$ cat src/rtl/icy_map.svh
// Constants of the instruction-cycle core: register offsets, field positions,
// reset values and timing counts.
// Assumes it is included by bare name from files under rtl/.
// How it works
// - Every instruction cycle is exactly four system clocks, so 8MHz gives 0.5us per cycle.
// - Plain instructions take one cycle; jump, call, return and table read take two.
// - Writing the program counter low byte jumps to the new address and costs one more cycle.
// - A skip costs one cycle when not taken and one more cycle when taken.
// - Skips test a data byte or one bit and then run or pass over the next instruction.
// - Addition sets carry above 255 and subtraction sets carry as a borrow below 0.
// - Increment and decrement change a data byte by one and store to memory or accumulator.
// - AND, OR, XOR and complement set the zero flag on a zero result, in accumulator and memory forms alike.
// - Add, subtract, AND, OR and XOR use the accumulator as one operand; memory forms write the result back to the byte read.
// - Rotates shift one place left or right, and through-carry forms swap the edge bit with carry.
// - Bit set and clear read the byte, change one bit and write the byte back.
// - Moves exist from memory to accumulator, accumulator to memory and constant to accumulator.
// - A call saves its return address, return resumes after the call, a jump saves nothing.
// - A table read fetches a program memory word, writes its low byte to data byte m and keeps its high byte in the table register.
// - A halt instruction powers the core down and a separate one clears the watchdog.
// - Interrupt return also sets the global interrupt enable; plain return leaves it alone.
`ifndef ICY_MAP_SVH
`define ICY_MAP_SVH
`define ICY_CLK_MHZ 40
`define ICY_SYS_MHZ 8
`define ICY_INSTR_CLOCKS 4
`define ICY_INSTR_NS (1000 * `ICY_INSTR_CLOCKS / `ICY_SYS_MHZ)
`define ICY_PC_W 12
`define ICY_STACK_DEPTH 8
`define ICY_PC_LOW_ADDR 8'h06
`define ICY_TABLE_PAGE 4'hf
`define ICY_NOP_WORD 16'h0000
`define ICY_REG_CTRL 3'h0
`define ICY_REG_STATUS 3'h1
`define ICY_REG_PC 3'h2
`define ICY_REG_ACC 3'h3
`define ICY_REG_TABLE 3'h4
`define ICY_CTRL_RUN 0
`define ICY_CTRL_GIE 1
`define ICY_ST_HALT 0
`define ICY_ST_ZERO 1
`define ICY_ST_CARRY 2
`define ICY_ST_GIE 3
`define ICY_ST_RUN 4
`define ICY_RST_CTRL 32'h0000_0000
`endif

$ cat src/rtl/icy_pkg.sv
// Types of the instruction-cycle core: instruction classes, ALU and misc codes.
// Assumes nothing of its surroundings.
package icy_pkg;
  typedef enum logic [3:0] {
    CLS_MISC = 4'h0, CLS_MOVE = 4'h1, CLS_ALU_MA = 4'h2, CLS_ALU_MM = 4'h3,
    CLS_ALU_IMM = 4'h4, CLS_BIT = 4'h5, CLS_SKIP_BIT = 4'h6, CLS_SKIP_Z = 4'h7,
    CLS_JUMP = 4'h8, CLS_CALL = 4'h9
  } icy_class_t;
  typedef enum logic [3:0] {
    ALU_ADD = 4'h0, ALU_ADC = 4'h1, ALU_SUB = 4'h2, ALU_SBC = 4'h3,
    ALU_AND = 4'h4, ALU_OR = 4'h5, ALU_XOR = 4'h6, ALU_INV = 4'h7,
    ALU_INC = 4'h8, ALU_DECR = 4'h9, ALU_ROR = 4'ha, ALU_ROL = 4'hb,
    ALU_RORC = 4'hc, ALU_ROLC = 4'hd, ALU_CLR = 4'he, ALU_PASS = 4'hf
  } icy_alu_t;
  typedef enum logic [3:0] {
    MISC_NOP = 4'h0, MISC_HALT = 4'h1, MISC_CLRWDT = 4'h2, MISC_RETURN = 4'h3,
    MISC_IRET = 4'h4, MISC_TABRD = 4'h5
  } icy_misc_t;
  typedef enum logic [1:0] {
    MOVE_TO_ACC = 2'h0, MOVE_TO_MEM = 2'h1, MOVE_IMM = 2'h2
  } icy_move_t;
  typedef enum logic [1:0] {
    PH_ADDR = 2'b00, PH_WAIT = 2'b01, PH_READ = 2'b10, PH_EXEC = 2'b11
  } icy_phase_t;
endpackage

$ cat src/rtl/icy_alu.sv
// Accumulator-centred ALU: add, subtract, AND, OR and XOR take the accumulator and a byte, the rest only the byte.
// Assumes a purely combinational use inside the core.
`timescale 1ns/1ps
`default_nettype none
module icy_alu
  import icy_pkg::*;
(
  input wire icy_alu_t op_in,
  input wire logic [7:0] acc_in,
  input wire logic [7:0] opnd_in,
  input wire logic carry_in,
  output logic [7:0] result_out,
  output logic carry_out,
  output logic carry_we_out
);
  logic [8:0] wide;
  // Nine-bit sums carry the overflow and the borrow in their top bit.
  always_comb begin
    wide = 9'h000;
    carry_we_out = 1'b0;
    result_out = opnd_in;
    carry_out = carry_in;
    unique case (op_in)
      ALU_ADD, ALU_ADC: begin
        wide = {1'b0, acc_in} + {1'b0, opnd_in} + {8'h00, (op_in == ALU_ADC) & carry_in};
        result_out = wide[7:0];
        carry_out = wide[8];
        carry_we_out = 1'b1;
      end
      ALU_SUB, ALU_SBC: begin
        wide = {1'b0, acc_in} - {1'b0, opnd_in} - {8'h00, (op_in == ALU_SBC) & carry_in};
        result_out = wide[7:0];
        carry_out = wide[8];
        carry_we_out = 1'b1;
      end
      ALU_AND: result_out = acc_in & opnd_in;
      ALU_OR: result_out = acc_in | opnd_in;
      ALU_XOR: result_out = acc_in ^ opnd_in;
      ALU_INV: result_out = ~opnd_in;
      ALU_INC: result_out = opnd_in + 8'h01;
      ALU_DECR: result_out = opnd_in - 8'h01;
      ALU_ROR: result_out = {opnd_in[0], opnd_in[7:1]};
      ALU_ROL: result_out = {opnd_in[6:0], opnd_in[7]};
      ALU_RORC: begin
        result_out = {carry_in, opnd_in[7:1]};
        carry_out = opnd_in[0];
        carry_we_out = 1'b1;
      end
      ALU_ROLC: begin
        result_out = {opnd_in[6:0], carry_in};
        carry_out = opnd_in[7];
        carry_we_out = 1'b1;
      end
      ALU_CLR: result_out = 8'h00;
      ALU_PASS: result_out = opnd_in;
    endcase
  end
endmodule
`default_nettype wire

$ cat src/rtl/icy_stack.sv
// Return-address stack for calls and returns.
// Assumes push and pop are never asked in the same cycle; overflow wraps.
`timescale 1ns/1ps
`default_nettype none
module icy_stack #(
  parameter int WIDTH = 12,
  parameter int DEPTH = 8
) (
  input wire logic clock_in,
  input wire logic rst_in,
  input wire logic push_in,
  input wire logic pop_in,
  input wire logic [WIDTH-1:0] data_in,
  output logic [WIDTH-1:0] top_out
);
  localparam int PW = (DEPTH > 1) ? $clog2(DEPTH) : 1;
  logic [WIDTH-1:0] mem_q [DEPTH];
  logic [PW-1:0] ptr_q;
  // Pointer names the next free slot; the top is the slot below it.
  always_ff @(posedge clock_in or posedge rst_in) begin
    if (rst_in) begin
      ptr_q <= '0;
    end else if (push_in) begin
      ptr_q <= ptr_q + 1'b1;
    end else if (pop_in) begin
      ptr_q <= ptr_q - 1'b1;
    end
  end
  // Storage has no reset because software never reads an empty stack.
  always_ff @(posedge clock_in) begin
    if (push_in) begin
      mem_q[ptr_q] <= data_in;
    end
  end
  assign top_out = mem_q[ptr_q - 1'b1];
endmodule
`default_nettype wire

$ cat src/rtl/icy_core.sv
// Instruction-cycle core: four-clock cycles, prefetch, skips, calls, table reads.
// Assumes synchronous program and data memories with one clock of read latency
// and an Avalon-MM master for the control and status registers.
//
// Our own choices: the register offsets and the Avalon-MM slave port.
`include "icy_map.svh"
`timescale 1ns/1ps
`default_nettype none
module icy_core
  import icy_pkg::*;
#(
  parameter int PC_W = `ICY_PC_W,
  parameter int STACK_DEPTH = `ICY_STACK_DEPTH
) (
  input wire logic clock_in,
  input wire logic rst_in,
  input wire logic [4:0] address_in,
  input wire logic read_in,
  input wire logic write_in,
  input wire logic [3:0] byteenable_in,
  input wire logic [31:0] writedata_in,
  output logic [31:0] readdata_out,
  output logic waitrequest_out,
  output logic [PC_W-1:0] pmem_addr_out,
  input wire logic [15:0] pmem_data_in,
  output logic [7:0] dmem_addr_out,
  output logic [7:0] dmem_wdata_out,
  output logic dmem_we_out,
  input wire logic [7:0] dmem_rdata_in,
  input wire logic wake_in,
  output logic halted_out,
  output logic wdt_clear_out
);
  // Clocks per instruction cycle, tied to the 8MHz system rate figure.
  localparam int CYCLE_CLOCKS = `ICY_INSTR_CLOCKS;
  localparam int CYCLE_NS = `ICY_INSTR_NS;

  icy_phase_t ph_q;
  logic run_q, gie_q, zero_q, carry_q, flush_q, tbl_pend_q;
  logic [PC_W-1:0] pc_q;
  logic [15:0] ir_q, fetch_q;
  logic [7:0] acc_q, opnd_q, tbl_hi_q, tbl_m_q;
  logic [31:0] readdata_q;
  logic wait_q;
  logic en;

  // Decoded fields of the executing word.
  icy_class_t cls;
  logic [3:0] sub;
  logic [7:0] m;
  icy_alu_t alu_op;
  logic [7:0] alu_b, alu_y, bit_y;
  logic alu_c, alu_cwe;
  logic [7:0] stk_unused;
  logic [PC_W-1:0] stk_top;

  // Execute-phase decisions.
  logic wr_acc, wr_mem, wr_zero, skip, jump, push, pop, halt, clrwdt, interrupt_return, tabrd;
  logic [7:0] res;
  logic [PC_W-1:0] target;

  // The word that follows a transfer is killed: it decodes as an empty cycle.
  assign cls = flush_q ? CLS_MISC : icy_class_t'(ir_q[15:12]);
  assign sub = flush_q ? 4'h0 : ir_q[11:8];
  assign m = ir_q[7:0];
  assign en = run_q & ~halted_out;
  assign alu_op = (cls == CLS_MOVE) ? ALU_PASS : icy_alu_t'(sub);
  assign alu_b = (cls == CLS_ALU_IMM || (cls == CLS_MOVE && sub[1:0] == MOVE_IMM)) ? m : opnd_q;
  assign stk_unused = 8'h00;

  // Bit set or clear touches only the chosen bit of the byte read back.
  function automatic logic [7:0] put_bit(input logic [7:0] b, input logic [2:0] i, input logic v);
    logic [7:0] r;
    r = b;
    r[i] = v;
    return r;
  endfunction

  icy_alu u_alu (
    .op_in(alu_op),
    .acc_in(acc_q),
    .opnd_in(alu_b),
    .carry_in(carry_q),
    .result_out(alu_y),
    .carry_out(alu_c),
    .carry_we_out(alu_cwe)
  );

  icy_stack #(.WIDTH(PC_W), .DEPTH(STACK_DEPTH)) u_stack (
    .clock_in(clock_in),
    .rst_in(rst_in),
    .push_in(push & en & (ph_q == PH_EXEC)),
    .pop_in(pop & en & (ph_q == PH_EXEC)),
    .data_in(pc_q),
    .top_out(stk_top)
  );

  assign bit_y = put_bit(opnd_q, sub[2:0], sub[3]);

  // Decode of the executing word; results go to the accumulator or back to data byte m.
  always_comb begin
    wr_acc = 1'b0;
    wr_mem = 1'b0;
    wr_zero = 1'b0;
    skip = 1'b0;
    jump = 1'b0;
    push = 1'b0;
    pop = 1'b0;
    halt = 1'b0;
    clrwdt = 1'b0;
    interrupt_return = 1'b0;
    tabrd = 1'b0;
    res = alu_y;
    target = ir_q[PC_W-1:0];
    unique case (cls)
      CLS_MISC: begin
        halt = (sub == MISC_HALT);
        clrwdt = (sub == MISC_CLRWDT);
        pop = (sub == MISC_RETURN) || (sub == MISC_IRET);
        jump = pop;
        interrupt_return = (sub == MISC_IRET);
        tabrd = (sub == MISC_TABRD);
        target = stk_top;
      end
      CLS_MOVE: begin
        wr_acc = (sub[1:0] != MOVE_TO_MEM);
        wr_mem = (sub[1:0] == MOVE_TO_MEM);
        res = (sub[1:0] == MOVE_TO_MEM) ? acc_q : alu_y;
      end
      CLS_ALU_MA, CLS_ALU_IMM: begin
        wr_acc = 1'b1;
        wr_zero = (alu_op < ALU_ROR) || (alu_op == ALU_CLR);
      end
      CLS_ALU_MM: begin
        wr_mem = 1'b1;
        wr_zero = (alu_op < ALU_ROR) || (alu_op == ALU_CLR);
      end
      CLS_BIT: begin
        wr_mem = 1'b1;
        res = bit_y;
      end
      CLS_SKIP_BIT: skip = (opnd_q[sub[2:0]] == sub[3]);
      CLS_SKIP_Z: skip = (opnd_q == 8'h00);
      CLS_JUMP: jump = 1'b1;
      CLS_CALL: begin
        jump = 1'b1;
        push = 1'b1;
      end
      default: ;
    endcase
  end

  // Phase counter: four clocks make one instruction cycle and it stops while halted.
  always_ff @(posedge clock_in or posedge rst_in) begin
    if (rst_in) begin
      ph_q <= PH_ADDR;
    end else if (en) begin
      ph_q <= icy_phase_t'(ph_q + 2'b01);
    end
  end

  // Fetch side: the next word is prefetched while the current one executes.
  always_ff @(posedge clock_in or posedge rst_in) begin
    if (rst_in) begin
      pmem_addr_out <= '0;
      fetch_q <= `ICY_NOP_WORD;
      ir_q <= `ICY_NOP_WORD;
      pc_q <= '0;
      flush_q <= 1'b0;
    end else if (en) begin
      if (ph_q == PH_ADDR) begin
        pmem_addr_out <= tbl_pend_q ? {`ICY_TABLE_PAGE, acc_q} : pc_q;
      end
      if (ph_q == PH_READ) begin
        fetch_q <= pmem_data_in;
      end
      if (ph_q == PH_EXEC) begin
        // After a transfer the prefetched word is loaded but killed by flush_q.
        // The table cycle keeps the word after the table read for the next cycle.
        if (!tbl_pend_q) begin
          ir_q <= fetch_q;
        end
        flush_q <= jump | skip | tabrd | (wr_mem & (m == `ICY_PC_LOW_ADDR));
        if (jump) begin
          pc_q <= target;
        end else if (wr_mem && m == `ICY_PC_LOW_ADDR) begin
          pc_q <= {pc_q[PC_W-1:8], res};
        end else if (skip) begin
          pc_q <= pc_q + 1'b1;
        end else if (!tabrd) begin
          pc_q <= pc_q + 1'b1;
        end
      end
    end
  end

  // Table read: the empty second cycle fetches the table word instead of code.
  always_ff @(posedge clock_in or posedge rst_in) begin
    if (rst_in) begin
      tbl_pend_q <= 1'b0;
      tbl_m_q <= 8'h00;
      tbl_hi_q <= 8'h00;
    end else if (en && ph_q == PH_EXEC) begin
      tbl_pend_q <= tabrd;
      tbl_m_q <= m;
      if (tbl_pend_q) begin
        tbl_hi_q <= fetch_q[15:8];
      end
    end
  end

  // Data side: operand address at cycle start, read two clocks later, write at the end.
  always_ff @(posedge clock_in or posedge rst_in) begin
    if (rst_in) begin
      dmem_addr_out <= 8'h00;
      dmem_wdata_out <= 8'h00;
      dmem_we_out <= 1'b0;
      opnd_q <= 8'h00;
    end else begin
      dmem_we_out <= 1'b0;
      if (en && ph_q == PH_ADDR) begin
        dmem_addr_out <= m;
      end
      if (en && ph_q == PH_READ) begin
        // The low program counter byte reads as the counter itself.
        opnd_q <= (m == `ICY_PC_LOW_ADDR) ? pc_q[7:0] : dmem_rdata_in;
      end
      if (en && ph_q == PH_EXEC) begin
        if (tbl_pend_q) begin
          dmem_addr_out <= tbl_m_q;
          dmem_wdata_out <= fetch_q[7:0];
          dmem_we_out <= 1'b1;
        end else if (wr_mem && m != `ICY_PC_LOW_ADDR) begin
          dmem_wdata_out <= res;
          dmem_we_out <= 1'b1;
        end
      end
    end
  end

  // Accumulator and flags change only at the end of an executing cycle.
  always_ff @(posedge clock_in or posedge rst_in) begin
    if (rst_in) begin
      acc_q <= 8'h00;
      zero_q <= 1'b0;
      carry_q <= 1'b0;
    end else if (en && ph_q == PH_EXEC) begin
      if (wr_acc) begin
        acc_q <= res;
      end
      if (wr_zero) begin
        zero_q <= (res == 8'h00);
      end
      if (alu_cwe && (cls == CLS_ALU_MA || cls == CLS_ALU_MM || cls == CLS_ALU_IMM)) begin
        carry_q <= alu_c;
      end
    end
  end

  // Power-down and watchdog strobes; the wake input ends a halt.
  always_ff @(posedge clock_in or posedge rst_in) begin
    if (rst_in) begin
      halted_out <= 1'b0;
      wdt_clear_out <= 1'b0;
    end else begin
      wdt_clear_out <= en && (ph_q == PH_EXEC) && clrwdt;
      if (en && ph_q == PH_EXEC && halt) begin
        halted_out <= 1'b1;
      end else if (wake_in) begin
        halted_out <= 1'b0;
      end
    end
  end

  // Global interrupt enable: interrupt return sets it and wins over a bus write.
  always_ff @(posedge clock_in or posedge rst_in) begin
    if (rst_in) begin
      gie_q <= 1'b0;
      run_q <= 1'b0;
    end else begin
      if (write_in && !wait_q && address_in[4:2] == `ICY_REG_CTRL && byteenable_in[0]) begin
        run_q <= writedata_in[`ICY_CTRL_RUN];
        gie_q <= writedata_in[`ICY_CTRL_GIE];
      end
      if (en && ph_q == PH_EXEC && interrupt_return) begin
        gie_q <= 1'b1;
      end
    end
  end

  // Avalon slave: every access waits exactly one clock, unmapped reads give zero.
  always_ff @(posedge clock_in or posedge rst_in) begin
    if (rst_in) begin
      wait_q <= 1'b1;
      readdata_q <= 32'h0000_0000;
    end else begin
      wait_q <= !((read_in || write_in) && wait_q);
      if (read_in && wait_q) begin
        unique case (address_in[4:2])
          `ICY_REG_CTRL: readdata_q <= {30'h0, gie_q, run_q};
          `ICY_REG_STATUS: readdata_q <= {27'h0, run_q, gie_q, carry_q, zero_q, halted_out};
          `ICY_REG_PC: readdata_q <= {{(32 - PC_W){1'b0}}, pc_q};
          `ICY_REG_ACC: readdata_q <= {24'h0, acc_q};
          `ICY_REG_TABLE: readdata_q <= {24'h0, tbl_hi_q};
          default: readdata_q <= 32'h0000_0000;
        endcase
      end
    end
  end

  assign waitrequest_out = wait_q;
  assign readdata_out = readdata_q;
endmodule
`default_nettype wire

$ cat config.mk
export PLATFORM = sky130hd
export DESIGN_NAME = icy_core
export DESIGN_NICKNAME = d
export VERILOG_FILES = /design/src/rtl/icy_pkg.sv /design/src/rtl/icy_alu.sv /design/src/rtl/icy_stack.sv /design/src/rtl/icy_core.sv
export VERILOG_INCLUDE_DIRS = /design/src /design/src/rtl
export SDC_FILE = /design/constraint.sdc
export NUM_CORES = 1
export LEC_CHECK = 0
export BUFFER_PORTS_ARGS = -buffer_cell sky130_fd_sc_hd__buf_2
export CELL_PAD_IN_SITES_DETAIL_PLACEMENT = 0
export CELL_PAD_IN_SITES_GLOBAL_PLACEMENT = 1
export CORE_MARGIN = 2
export CORE_UTILIZATION = 30
export CTS_BUF_LIST = sky130_fd_sc_hd__clkbuf_4 sky130_fd_sc_hd__clkbuf_8
export DETAILED_ROUTE_END_ITERATION = 12
export GPL_ROUTABILITY_DRIVEN = 0
export MAX_ROUTING_LAYER = met4
export PLACE_DENSITY = 0.53
export REMOVE_ABC_BUFFERS = 1
export SLEW_MARGIN = 25
export SYNTH_ARGS = -nofsm -noshare
export SYNTH_HDL_FRONTEND = slang
export SYNTH_SLANG_ARGS = --single-unit
$ cat constraint.sdc
create_clock -name clock_in -period 14.3 [get_ports clock_in]
set_clock_uncertainty 0.2 [all_clocks]
set_input_delay 1.43 -clock clock_in [delete_from_list [all_inputs] [get_ports clock_in]]
set_output_delay 1.43 -clock clock_in [all_outputs]
set_load 0.1 [all_outputs]
==> impl_metrics.env <==
export IMPL_synth_cells=1125
export IMPL_grt_overflow=0
export IMPL_critPathMostFrequentCell="inv_1"
export IMPL_finalHoldViolations=0
export IMPL_numPortBuffers=78
export IMPL_ys_warn_count=0
export IMPL_path_max_fanout=22
export IMPL_numCtsBuffers=41
export IMPL_setup_viol=0
export IMPL_antenna_found_initial=0
export IMPL_cts_sinks=227
export IMPL_power_mw=3.81
export IMPL_timing_fmax_ghz=0.152
export IMPL_final_cell_mix="dfrtp_1, nand2_1, edfxtp_1"
export IMPL_slew_viol_final=0
export IMPL_clkLatencyLatePin_ns=0.58
export IMPL_gr_usage_all_layers_pct=19.1
export IMPL_drt_total_wl_mm=40.0
export IMPL_setup_tns_ns=0
export IMPL_ant_nets=0
export IMPL_cp_data_required_time_ns=14.55
export IMPL_critPathKind="register to register"
export IMPL_synth_area_sq_mm=0.0125
export IMPL_path_cells="buf_4, or4b_4, a211oi_4, mux2i_1, inv_1, ha_1, nand3_1, a2111oi_0, a211oi_1, nor3_1, xnor2_1, nor2_1, o22ai_1, inv_1, o41ai_2"
export IMPL_synth_async_reset_ratio_pct=57.7
export IMPL_drc_errors=0
export IMPL_path_delay_family="compound AO/OA/AOI/OAI gates"
export IMPL_timing_slew_headroom_pct=31.4
export IMPL_ys_flop_type="dfrtp_1"
export IMPL_seqCellArea_sq_mm=0.00617
export IMPL_cts_hold_buf=0
export IMPL_fp_coreArea_sq_mm=0.0410
export IMPL_post_cts_buffers=0
export IMPL_mostFrequentLayoutCell="dfrtp_1"
export IMPL_hpwlAfterDp_mm=28.4
export IMPL_post_cts_resized=0
export IMPL_ir_worst_vdd_mv=0.199
export IMPL_preCtsSetupSlack_ns=7.69
export IMPL_worstPathArrival_ns=6.84
export IMPL_grt_setup_unrepaired="no"
export IMPL_worst_pin_slew_ns=1.00
export IMPL_setup_ws_ns=7.71
export IMPL_layout_filler_cells=4168
export IMPL_die_area_sq_mm=0.0433
export IMPL_antennaDiodeCount=0
export IMPL_grt_first_pass_wirelength_mm=60.4
export IMPL_min_period_ns=6.59
export IMPL_drv_cap=0
export IMPL_clock_path_buffers=3
export IMPL_worstSetupEndpointType="register"
export IMPL_syn_avg_cell_area_sq_um=11.1
export IMPL_first_pass_iters=5
export IMPL_ys_seq_elements=227
export IMPL_drtIter0Drc=518
export IMPL_cts_tree="done"
export IMPL_nets=1324
export IMPL_slowest_delay_ns=0.92
export IMPL_grt_start_max_net_pins=96
export IMPL_area_growth_pct=14.7
export IMPL_ys_seq_area_share_pct=49.3
export IMPL_wl_per_cell_um=22.6
export IMPL_synth_edf_count=96
export IMPL_clk_pin_slew_ns=0.06
export IMPL_status="completed"
export IMPL_multi_input_area_sq_mm=0.00591
export IMPL_ys_types=78
export IMPL_grt_pass1_vias=9267
export IMPL_setup_worst_path_start_class="register"
export IMPL_die_h_um=208
export IMPL_cts_root_buf="clkbuf_8"
export IMPL_final_period_utilization_pct=46.1
export IMPL_initial_core_util_pct=30.5
export IMPL_cp_num_buf_inv=3
export IMPL_vias_per_cell=5.21
export IMPL_rows=74
export IMPL_drive_above_1_share_pct=21.6
export IMPL_p_per_area_mw_per_mm2=266
export IMPL_ctsHtreeMaxLevel=2
export IMPL_leakage_nw=6.01
export IMPL_hp_class="register to register"
export IMPL_critPathSlowestCell="a2111oi_0"
export IMPL_ioPinCount=134
export IMPL_vias=9217
export IMPL_die_w_um=208
-- metrics by stage --
step	hold slack, ns	cells	instance area [sq um]	utilization (%)
after floorplan	0.247	1065	12200	-
after global placement	0.261	1696	13400	32.8
final	0.271	1770	14300	34.9
after global routing	0.309	1770	14300	34.9
after CTS	0.279	1770	14300	34.9
after detailed placement	0.264	1696	13400	32.8
-- area by class of cell --
type	instances	area share (%)
Inverter	42	1.13
Tap cell	532	4.64
Multi-Input combinational cell	796	41.3
Clock inverter	12	0.803
Sequential cell	227	43.0
Clock buffer	62	5.30
Timing Repair Buffer	99	3.82
-- report_power, final --
part | switching [mW] | internal (mW)
Clock | 0.274 | 0.377
Combinational | 1.35 | 0.695
Sequential | 0.280 | 0.843
-- state kept, by name, summed over array words and instances (netlist names), 2 cells and up --
signal,count
ph_q,2
opnd_q,8
readdata_out,12
u_stack.mem_q,96
u_stack.ptr_q,3
acc_q,8
dmem_addr_out,8
dmem_wdata_out,8
pmem_addr_out,12
ir_q,16
pc_q,12
fetch_q,16
tbl_hi_q,8
tbl_m_q,8
-- final timing paths --
kind                                   from                to  slack [ns]  depth (start not counted)
max                                 ir_q[8]            zero_q        7.71                         15
min                        pmem_addr_out[9]  pmem_addr_out[9]        0.27                          2
max reg2reg                         ir_q[8]            zero_q        7.71                         15
min reg2reg                pmem_addr_out[9]  pmem_addr_out[9]        0.27                          2
max in group asynchronous            rst_in  u_stack.ptr_q[0]       11.96                          3
min in group asynchronous            rst_in   readdata_out[7]        0.85                          2
-- worst register-to-register path, cell delays in order, from the launching register on --
cell and delay (ns):
dfrtp_1 0.36, buf_4 0.23, or4b_4 0.61, a211oi_4 0.56, mux2i_1 0.75, inv_1 0.32
ha_1 0.41, nand3_1 0.14, a2111oi_0 0.92, a211oi_1 0.24, nor3_1 0.29, xnor2_1 0.14
nor2_1 0.06, o22ai_1 0.79, inv_1 0.13, o41ai_2 0.36
-- metal layers --
layer | track usage (%) | share of wire, % | up-vias
li1 | - | - | 4294
met1 | 25.3 | 46 | 4640
met2 | 30.3 | 48 | 223
met3 | 3.03 | 4.1 | 60
met4 | 5.33 | 2.1 | 0
met5 | - | 0 | -
-- synth_stat cells, types with 3 or more instances --
library cell | number | share of area [%]
nand4_1 | 5 | 0.25
mux2i_1 | 64 | 5.1
o21a_1 | 7 | 0.42
o21bai_1 | 6 | 0.36
nor3_1 | 21 | 0.84
and3_1 | 12 | 0.60
o21ai_1 | 3 | 0.12
dfrtp_1 | 130 | 26
o211ai_1 | 9 | 0.54
o221ai_1 | 12 | 0.84
nand2_1 | 114 | 3.4
a22o_1 | 10 | 0.70
nand4b_1 | 6 | 0.42
a21o_1 | 4 | 0.24
mux2_2 | 46 | 4.1
o21ai_0 | 73 | 2.9
buf_2 | 3 | 0.12
xnor2_1 | 17 | 1.2
buf_4 | 20 | 1.2
and4_1 | 3 | 0.21
clkbuf_1 | 47 | 1.4
and2_1 | 5 | 0.25
edfxtp_1 | 96 | 23
mux4_2 | 25 | 4.5
buf_1 | 8 | 0.24
nor4_1 | 7 | 0.35
xor2_1 | 9 | 0.63
nor3b_1 | 3 | 0.18
a211oi_1 | 7 | 0.42
ha_1 | 42 | 4.2
a31oi_1 | 9 | 0.45
or3_1 | 4 | 0.20
inv_1 | 38 | 1.1
nor2b_1 | 13 | 0.65
a32oi_1 | 3 | 0.21
nand2b_1 | 17 | 0.85
o22ai_1 | 12 | 0.60
nor2_1 | 71 | 2.1
nand3_1 | 21 | 0.84
o32ai_1 | 3 | 0.21
a22oi_1 | 11 | 0.66
fa_1 | 5 | 0.80
a21oi_1 | 54 | 2.2
inv_2 | 4 | 0.12
o22a_1 | 5 | 0.35
-- kinds of logic (layout without fill, tap and decap cells) --
family                   count (synthesis)  count (layout)  synth area share (%)
multiplexers                           136             136                  13.9
AO/OA/AOI/OAI                          252             252                  13.5
adder cells (fa/ha/maj)                 47              47                  5.01
XOR/XNOR                                26              26                  1.82
other                                    1              20                0.0300
flip-flops                             227             227                  49.3
AND/OR/NAND/NOR                        315             315                  12.1
buffers and inverters                  121             215                  4.33
Power figures use the tool's default switching activity.
